`src/inc/acc_pkg.sv`:
```
// Constants shared by the analog comparator control logic.
package acc_pkg;
    // ==========================================================
    // Register bus
    localparam int          ADDR_W        = 2;
    localparam int          DATA_W        = 8;
    localparam logic [1:0]  REG_CMP_CSR   = 2'h0;
    localparam logic [1:0]  REG_CONV_B    = 2'h1;
    localparam logic [1:0]  REG_IN_DIS    = 2'h2;

    // ==========================================================
    // Comparator control and status fields
    localparam int          BIT_PWR_OFF   = 7;
    localparam int          BIT_REF_SEL   = 6;
    localparam int          BIT_RESULT    = 5;
    localparam int          BIT_EVT_FLAG  = 4;
    localparam int          BIT_IRQ_EN    = 3;
    localparam int          BIT_RSVD      = 2;
    localparam int          BIT_MODE_HI   = 1;
    localparam int          BIT_MODE_LO   = 0;
    localparam logic [7:0]  CSR_RESET     = 8'h00;
    localparam logic [7:0]  CSR_STORE     = 8'hcb;

    // ==========================================================
    // Converter control B fields
    localparam int          BIT_NEG_MUX   = 6;
    localparam logic [7:0]  CONVB_RESET   = 8'h00;
    localparam logic [7:0]  CONVB_STORE   = 8'h47;

    // ==========================================================
    // Digital input disable fields
    localparam int          PIN_COUNT     = 6;
    localparam logic [7:0]  IN_DIS_RESET  = 8'h00;
    localparam logic [7:0]  IN_DIS_STORE  = 8'h3f;

    // ==========================================================
    // Event modes
    localparam logic [1:0]  MODE_TOGGLE   = 2'h0;
    localparam logic [1:0]  MODE_RSVD     = 2'h1;
    localparam logic [1:0]  MODE_FALL     = 2'h2;
    localparam logic [1:0]  MODE_RISE     = 2'h3;

    // ==========================================================
    // Synchroniser and reference selection
    localparam int          SYNC_STAGES   = 2;
    localparam int          REF_HI_BIT    = 1;
endpackage

```
`src/design/acc_sync.sv`:
```
// Two-stage synchroniser for the raw comparator decision.
`timescale 1ns/10ps
`default_nettype none
module acc_sync (
    input  wire logic clk_i,     // System clock
    input  wire logic sys_rst_i, // Synchronous reset, active high
    input  wire logic async_i,   // Raw level
    output logic      sync_o     // Synchronised level
);
    import acc_pkg::*;

    logic meta;

    // The first stage is read only by the second stage.
    always_ff @(posedge clk_i) begin
        if (sys_rst_i) begin
            meta   <= 1'b0;
            sync_o <= 1'b0;
        end else begin
            meta   <= async_i;
            sync_o <= meta;
        end
    end
endmodule
`default_nettype wire

```
`src/design/acc_ctrl.sv`:
```
// Analog comparator control: input muxing, result sync, events, registers.
`timescale 1ns/10ps
`default_nettype none
module acc_ctrl #(
    parameter int          VW     = 10,     // Width of a level code
    parameter logic [9:0]  REF_LO = 10'h119, // Lower internal reference code
    parameter logic [9:0]  REF_HI = 10'h28f  // Higher internal reference code
) (
    input  wire logic                    clk_i,         // System clock
    input  wire logic                    sys_rst_i,     // Sync reset
    input  wire logic [acc_pkg::ADDR_W-1:0] addr_i,     // Register index
    input  wire logic [acc_pkg::DATA_W-1:0] wdata_i,    // Write data
    input  wire logic                    wr_i,          // Write strobe
    input  wire logic                    rd_i,          // Read strobe
    output logic [acc_pkg::DATA_W-1:0]   rdata_o,       // Read data
    input  wire logic [VW-1:0]           pos_pin_i,     // Positive pin level
    input  wire logic [VW-1:0]           neg_pin_i,     // Negative pin level
    input  wire logic [3:0][VW-1:0]      chan_i,        // Channel pin levels
    input  wire logic                    converter_enable_i, // Converter on
    input  wire logic [1:0]              channel_select_low_i, // Channel
    input  wire logic [2:0]              reference_level_select_i, // Ref
    input  wire logic                    global_irq_en_i, // Core enable
    input  wire logic                    irq_vector_ack_i, // Vector taken
    input  wire logic [acc_pkg::PIN_COUNT-1:0] pad_in_i, // Pad levels
    output logic [acc_pkg::PIN_COUNT-1:0] port_in_o,    // Port bits
    output logic [acc_pkg::PIN_COUNT-1:0] buf_off_o,    // Buffer off
    output logic                         comparator_power_off_o, // Off
    output logic                         irq_o          // Interrupt
);
    import acc_pkg::*;

    // ==========================================================
    // Register state
    logic [7:0]    csr;
    logic [7:0]    convb;
    logic [7:0]    in_dis;
    logic          compare_event_flag;
    logic          compare_result_bit;
    logic          result_prev;
    logic          raw_result;
    logic [VW-1:0] pos_level;
    logic [VW-1:0] neg_level;
    logic          neg_from_chan;
    logic          set_event;
    logic          rise;
    logic          fall;
    logic          wr_csr;

    logic          comparator_power_off;
    logic          internal_ref_select;
    logic          compare_irq_enable;
    logic [1:0]    event_mode;
    logic          negative_mux_enable;

    assign comparator_power_off = csr[BIT_PWR_OFF];
    assign internal_ref_select  = csr[BIT_REF_SEL];
    assign compare_irq_enable   = csr[BIT_IRQ_EN];
    assign event_mode = {csr[BIT_MODE_HI], csr[BIT_MODE_LO]};
    assign negative_mux_enable  = convb[BIT_NEG_MUX];

    // Pure decode: a continuous assignment only wakes on its own operands.
    function automatic logic hit(input logic [1:0] a,
                                 input logic [1:0] r);
        hit = (a == r);
    endfunction

    assign wr_csr = wr_i && hit(addr_i, REG_CMP_CSR);

    // ==========================================================
    // Register writes
    // Only stored bits are kept; the flag and result live apart.
    always_ff @(posedge clk_i) begin
        if (sys_rst_i) begin
            csr <= CSR_RESET;
        end else if (wr_csr) begin
            csr <= wdata_i & CSR_STORE;
        end
    end

    always_ff @(posedge clk_i) begin
        if (sys_rst_i) begin
            convb <= CONVB_RESET;
        end else if (wr_i && hit(addr_i, REG_CONV_B)) begin
            convb <= wdata_i & CONVB_STORE;
        end
    end

    always_ff @(posedge clk_i) begin
        if (sys_rst_i) begin
            in_dis <= IN_DIS_RESET;
        end else if (wr_i && hit(addr_i, REG_IN_DIS)) begin
            in_dis <= wdata_i & IN_DIS_STORE;
        end
    end

    // ==========================================================
    // Register reads
    // An unmapped index reads as zero.
    always_ff @(posedge clk_i) begin
        if (sys_rst_i) begin
            rdata_o <= 8'h00;
        end else if (rd_i) begin
            case (addr_i)
                REG_CMP_CSR: begin
                    rdata_o <= (csr & CSR_STORE)
                             | ({7'h00, compare_result_bit} << BIT_RESULT)
                             | ({7'h00, compare_event_flag} << BIT_EVT_FLAG);
                end
                REG_CONV_B: begin
                    rdata_o <= convb & CONVB_STORE;
                end
                REG_IN_DIS: begin
                    rdata_o <= in_dis & IN_DIS_STORE;
                end
                default: begin
                    rdata_o <= 8'h00;
                end
            endcase
        end else begin
            rdata_o <= 8'h00;
        end
    end

    // ==========================================================
    // Input selection
    // The higher reference is taken when the select field's bit 1 is set.
    always_comb begin
        if (internal_ref_select) begin
            pos_level = reference_level_select_i[REF_HI_BIT]
                      ? REF_HI[VW-1:0] : REF_LO[VW-1:0];
        end else begin
            pos_level = pos_pin_i;
        end
    end

    // The converter owns its multiplexer while it runs.
    assign neg_from_chan = negative_mux_enable && !converter_enable_i;

    always_comb begin
        if (neg_from_chan) begin
            neg_level = chan_i[channel_select_low_i];
        end else begin
            neg_level = neg_pin_i;
        end
    end

    // ==========================================================
    // Comparator
    // A powered-off comparator rests low, so leaving power-off can
    // look like a rising edge; software masks the interrupt first.
    assign raw_result = !comparator_power_off
                     && (pos_level > neg_level);

    acc_sync u_sync (
        .clk_i     (clk_i),
        .sys_rst_i (sys_rst_i),
        .async_i   (raw_result),
        .sync_o    (compare_result_bit)
    );

    always_ff @(posedge clk_i) begin
        if (sys_rst_i) begin
            result_prev <= 1'b0;
        end else begin
            result_prev <= compare_result_bit;
        end
    end

    assign rise = compare_result_bit && !result_prev;
    assign fall = !compare_result_bit && result_prev;

    always_comb begin
        case (event_mode)
            MODE_TOGGLE: set_event = rise || fall;
            MODE_FALL:   set_event = fall;
            MODE_RISE:   set_event = rise;
            default:     set_event = 1'b0;
        endcase
    end

    // ==========================================================
    // Event flag and interrupt
    // A new event wins over a clear in the same cycle.
    always_ff @(posedge clk_i) begin
        if (sys_rst_i) begin
            compare_event_flag <= 1'b0;
        end else if (set_event) begin
            compare_event_flag <= 1'b1;
        end else if (irq_vector_ack_i
                     || (wr_csr && wdata_i[BIT_EVT_FLAG])) begin
            compare_event_flag <= 1'b0;
        end
    end

    assign irq_o = compare_event_flag && compare_irq_enable
                && global_irq_en_i;

    assign comparator_power_off_o = comparator_power_off;

    // ==========================================================
    // Digital input buffers
    // Bit order of the pads follows the disable register.
    always_ff @(posedge clk_i) begin
        if (sys_rst_i) begin
            port_in_o <= '0;
            buf_off_o <= '0;
        end else begin
            port_in_o <= pad_in_i & ~in_dis[PIN_COUNT-1:0];
            buf_off_o <= in_dis[PIN_COUNT-1:0];
        end
    end

    // ==========================================================
    // Checks
    raw_compare_a: assert property (
        @(posedge clk_i) disable iff (sys_rst_i)
        !comparator_power_off |-> raw_result == (pos_level > neg_level))
        else $error("raw result does not follow the levels");

    sync_lag_a: assert property (
        @(posedge clk_i) disable iff (sys_rst_i)
        (!$past(sys_rst_i) && !$past(sys_rst_i, 2)) |->
        compare_result_bit == $past(raw_result, 2))
        else $error("result bit does not lag raw by two cycles");

    rise_only_a: assert property (
        @(posedge clk_i) disable iff (sys_rst_i)
        (event_mode == MODE_RISE && fall && !compare_event_flag)
        |=> !compare_event_flag)
        else $error("falling edge set flag in rise mode");

    toggle_set_a: assert property (
        @(posedge clk_i) disable iff (sys_rst_i)
        (event_mode == MODE_TOGGLE && (rise || fall))
        |=> compare_event_flag)
        else $error("toggle did not set the flag");

    ack_clear_a: assert property (
        @(posedge clk_i) disable iff (sys_rst_i)
        (irq_vector_ack_i && !set_event) |=> !compare_event_flag)
        else $error("acknowledge did not clear the flag");

    irq_gate_a: assert property (
        @(posedge clk_i) disable iff (sys_rst_i)
        irq_o |-> compare_event_flag && csr[BIT_IRQ_EN]
               && global_irq_en_i)
        else $error("interrupt raised without all enables");

    power_off_a: assert property (
        @(posedge clk_i) disable iff (sys_rst_i)
        comparator_power_off [*3] |-> !compare_result_bit)
        else $error("result high while powered off");

    ref_route_a: assert property (
        @(posedge clk_i) disable iff (sys_rst_i)
        !internal_ref_select |-> pos_level == pos_pin_i)
        else $error("positive pin not routed");

    neg_route_a: assert property (
        @(posedge clk_i) disable iff (sys_rst_i)
        (negative_mux_enable && converter_enable_i)
        |-> neg_level == neg_pin_i)
        else $error("negative pin not routed while converter on");

    rsvd_zero_a: assert property (
        @(posedge clk_i) disable iff (sys_rst_i)
        (rd_i && addr_i == REG_CMP_CSR) |=> !rdata_o[BIT_RSVD])
        else $error("reserved bit read as one");

    power_bit_a: assert property (
        @(posedge clk_i) disable iff (sys_rst_i)
        wr_csr |=> comparator_power_off_o == $past(wdata_i[BIT_PWR_OFF]))
        else $error("power-off bit not at bit 7");

    convb_zero_a: assert property (
        @(posedge clk_i) disable iff (sys_rst_i)
        (rd_i && addr_i == REG_CONV_B) |=> rdata_o[5:3] == 3'h0)
        else $error("converter register bits 5 to 3 not zero");

    pin_force_a: assert property (
        @(posedge clk_i) disable iff (sys_rst_i)
        in_dis[0] |=> !port_in_o[0])
        else $error("disabled pin reads one");

    dis_top_a: assert property (
        @(posedge clk_i) disable iff (sys_rst_i)
        (rd_i && addr_i == REG_IN_DIS) |=> rdata_o[7:6] == 2'h0)
        else $error("input disable bits 7 and 6 not zero");

    once_only_a: assert property (
        @(posedge clk_i) disable iff (sys_rst_i)
        (compare_result_bit == result_prev && !compare_event_flag)
        |=> !compare_event_flag)
        else $error("flag set without a transition");

    fall_only_a: assert property (
        @(posedge clk_i) disable iff (sys_rst_i)
        (event_mode == MODE_FALL && rise && !compare_event_flag) |=> !compare_event_flag)
        else $error("rising edge set flag in fall mode");

    rsvd_mode_a: assert property (
        @(posedge clk_i) disable iff (sys_rst_i)
        (event_mode == MODE_RSVD && !compare_event_flag) |=> !compare_event_flag)
        else $error("reserved mode set the flag");

    write_clear_a: assert property (
        @(posedge clk_i) disable iff (sys_rst_i)
        (wr_csr && wdata_i[BIT_EVT_FLAG] && !set_event) |=> !compare_event_flag)
        else $error("written one did not clear the flag");

    chan_route_a: assert property (
        @(posedge clk_i) disable iff (sys_rst_i)
        (negative_mux_enable && !converter_enable_i)
        |-> neg_level == chan_i[channel_select_low_i])
        else $error("selected channel not routed");

    ref_level_a: assert property (
        @(posedge clk_i) disable iff (sys_rst_i)
        (internal_ref_select && reference_level_select_i[REF_HI_BIT])
        |-> pos_level == REF_HI[VW-1:0])
        else $error("higher reference not routed");

    csr_view_a: assert property (
        @(posedge clk_i) disable iff (sys_rst_i)
        (rd_i && addr_i == REG_CMP_CSR) |=>
        rdata_o[BIT_RESULT] == $past(compare_result_bit)
        && rdata_o[BIT_EVT_FLAG] == $past(compare_event_flag))
        else $error("result or flag misplaced in read data");

    read_idle_a: assert property (
        @(posedge clk_i) disable iff (sys_rst_i)
        !rd_i |=> rdata_o == 8'h00)
        else $error("read data not zero without a read");
endmodule
`default_nettype wire

```
`config.mk`:
```
export PLATFORM = sky130hd
export DESIGN_NAME = acc_ctrl
export DESIGN_NICKNAME = d
export VERILOG_FILES = /design/src/inc/acc_pkg.sv /design/src/design/acc_sync.sv /design/src/design/acc_ctrl.sv
export SDC_FILE = /design/constraint.sdc
export NUM_CORES = 1
export LEC_CHECK = 0
export BUFFER_PORTS_ARGS = -buffer_cell sky130_fd_sc_hd__buf_2
export CAP_MARGIN = 20
export CORE_ASPECT_RATIO = 0.75
export CORE_MARGIN = 8
export CORE_UTILIZATION = 46
export CTS_BUF_LIST = sky130_fd_sc_hd__clkbuf_8
export DETAILED_ROUTE_END_ITERATION = 8
export PLACE_DENSITY_LB_ADDON = 0.12
export SLEW_MARGIN = 20
export SYNTH_ARGS = -nofsm -noshare
export SYNTH_HDL_FRONTEND = slang
export SYNTH_SLANG_ARGS = --single-unit
```
`constraint.sdc`:
```
create_clock -name clk_i -period 2.8 [get_ports clk_i]
set_input_delay 0.7 -clock clk_i [delete_from_list [all_inputs] [get_ports clk_i]]
set_output_delay 0.7 -clock clk_i [all_outputs]
set_load 0.01 [all_outputs]
```
==> flow_summary.yaml <==
floorplanning:
  start_util_pct: 46.9
  ioPinCount: 110
  core_area_sq_um: 4390
  die-height_um: 73.9
  fp.dieW_um: 93.2
  rows: 21
  dieArea_sq_um: 6890
critical_path:
  r2r-end: "u_sync.meta"
  crit_required_ps: 2980
  rr_startpoint: "convb[6]"
  rr_worst_depth: 7
  slowest_stage: "mux4_1"
  path_delay_family: "multiplexers"
  crit_path_end_kind: "flop"
  arrival_ps: 2700
  critPathMaxFanout: 9
  crit_buf_inv: 1
  cp_cell_sequence: "buf_2 > mux4_1 > mux2i_1 > ha_1 > a211oi_1 > nor2_1 > o41a_1"
  worst-setup-path-type: "in -> reg"
  cp-start-kind: "primary input"
  cp_slowest_stage_delay_ps: 610
  rrSetupSlack_ps: 750
yosys:
  syn_inst: 206
  syn_area_sq_um: 2060
  avgSynthCellArea_sq_um: 9.99
  synth_cell_types: 32
  synth_area_leader_cell: "dfxtp_1"
  ys_seq_area_share_pct: 37.9
  yosys-top-cells-area: "dfxtp_1 (38%), mux4_1 (11%), mux2i_1 (9.7%)"
  synth_top_cell_area_share_pct: 37.9
  synth_seq_cells: 39
  yosysWarnings: 0
  synth_fp_nets: 306
min_path:
  min-delay-start: "convb[0]"
  hold_end: "convb[0]"
  hp-class: "reg -> reg"
  whs_path_depth: 2
final_layout:
  fin_cells: 370
  finish.instance_area_sq_um: 2720
  finalNetCount: 412
  syn2layout_area_growth_pct: 32.0
  n_antenna_cell: 0
  drive_above_1_share_pct: 39.0
  utilization_pct: 61.9
  n_fill_cell: 388
grt:
  grt_pass1_vias: 1909
  grt_use_met2_pct: 24.6
  use_met3_pct: 7.56
  top_usage_layer: "met2"
  antenna_found_initial: 0
  grt_pass1_wl_um: 8960
  use_met1_pct: 20.8
  grt_max_degree: 33
  track_usage_pct: 16.6
  grt_overflow_total: 0
clock_tree:
  clk_latency_ps: 290
  cts_made_buffers: 5
  ctsHoldBuffers: 0
  post_cts_buffers: 0
  htreeDepth: 2
  cts_root_buf: "clkbuf_8"
  clk_pin_slew_ps: 80
  cts_sinks: 39
  cts_tree: "built"
  cts_resized: 0
  cts_buffer_depth: 2
route:
  drtIter0Drc: 126
  avgViaCountPerCell: 5.12
  drt-wirelength-per-cell_um: 15.1
  drc: 0
  vias: 1896
  first_pass_iters: 4
  ant_nets: 0
  routed_wl_um: 5590
timing:
  relSlewSlack_pct: 61.6
  rsz0062_at_grt: "no"
  fin_crit_sh_pct: 89.7
  hold_viol_final: 0
  tightest_slew_ps: 576
  finalSetupTns_ps: 0
  layout_min_cycle_time_ps: 2510
  slew_violations: 0
  finalSetupViolCount: 0
  fin_skew_ps: 8.99
  max_freq_mhz: 398
placement:
  dpl.hpwl_um: 4640
  gp_congestion: 0.849
  placed_area_sq_um: 2630
  port_buffers: 107
  placed_cells_incl_taps: 362
status:
  status: "finished clean"
job:
  maxCapViolCount: 0
pwr:
  power.total_mw: 1.17
  peakVddDrop_mv: 0.302
  power.density_nw_per_um2: 429
  p_leak_nw: 1.28
## how the worst max path moves through the flow
stage                             from           to  depth (start not counted)
2_1_floorplan  channel_select_low_i[0]  u_sync.meta                          7
3_3_place_gp   channel_select_low_i[0]  u_sync.meta                          7
3_5_place_dp   channel_select_low_i[0]  u_sync.meta                          7
4_1_cts        channel_select_low_i[0]  u_sync.meta                          7
5_1_grt        channel_select_low_i[0]  u_sync.meta                          7
6_report       channel_select_low_i[0]  u_sync.meta                          7
## cell usage in the layout, fill, tap and decap left out, drive strengths merged, types with 3 or more instances in the layout
master / synthesis / routed
nor2: 14 / 14
nor2b: 12 / 12
a21oi: 15 / 15
inv: 9 / 10
nor3b: 7 / 7
dfxtp: 39 / 39
nand2b: 3 / 3
clkbuf: 7 / 5
nor3: 5 / 5
ha: 12 / 12
o21ai: 8 / 8
mux2i: 20 / 20
nand3: 12 / 12
mux4: 10 / 10
buf: 5 / 111
nand2: 15 / 15
## metal layers
metal	wire (um)	part of all wire [%]
met1	2610	47
met2	2320	42
met3	615	11
met4	38	0.68
met5	0	0
## report_power, final
group	internal, mW	switching [mW]
clock network	0.170	0.201
registers	0.573	0.0112
logic	0.115	0.0960
## sequential cells by signal, indices dropped and copies added, names as in the netlist
name                flops
in_dis                  6
compare_event_flag      1
port_in_o               6
rdata_o                 8
result_prev             1
csr                     5
buf_off_o               6
u_sync.meta             1
u_sync.sync_o           1
convb                   4
## synthesized netlist by cell type (all sizes together)
| cell | number |
|---|---|
| a211oi | 1 |
| a21o | 1 |
| a21oi | 15 |
| a22oi | 1 |
| a311oi | 1 |
| a31oi | 1 |
| and3 | 1 |
| buf | 5 |
| clkbuf | 7 |
| dfxtp | 39 |
| ha | 12 |
| inv | 9 |
| mux2 | 1 |
| mux2i | 20 |
| mux4 | 10 |
| nand2 | 15 |
| nand2b | 3 |
| nand3 | 12 |
| nand3b | 1 |
| nand4 | 2 |
| nor2 | 14 |
| nor2b | 12 |
| nor3 | 5 |
| nor3b | 7 |
| nor4b | 1 |
| o21ai | 8 |
| o41a | 1 |
| or2 | 1 |
## cell type report
cell class / instances / area (sq um) / area share, %
clock inverters: 3 / 16.3 / 0.599
multi-input cells: 146 / 1180 / 43.5
clock buffers: 5 / 68.8 / 2.53
flip-flops and latches: 39 / 781 / 28.7
repair buffers: 111 / 566 / 20.8
well taps: 57 / 71.3 / 2.62
inverters: 9 / 33.8 / 1.24
## metrics by stage
| step | setup WS (ps) | hold slack, ps |
|---|---|---|
| after global routing | 222 | 483 |
| after CTS | 283 | 459 |
| after floorplan | 286 | 414 |
| after detailed placement | -30.7 | 440 |
| after global placement | 24.7 | 442 |
| final | 288 | 457 |
## tightest hold or removal path, delay by kind of cell (launching register included)
kind	cells	cell delay, ps
flip-flops	1	310
AO/OA/AOI/OAI	1	50
AND/OR/NAND/NOR	1	50
## cells by family (layout without fill, tap and decap cells)
logic type      after synthesis  in the layout  synth area share [%]
simple gates                 74             74                  19.1
flops                        39             39                  37.9
mux                          31             31                  23.0
compound gates               29             29                  7.96
buf+inv                      21            128                  4.68
fa+ha+maj                    12             12                  7.29
Note: power is estimated with default switching activity, not from simulation.
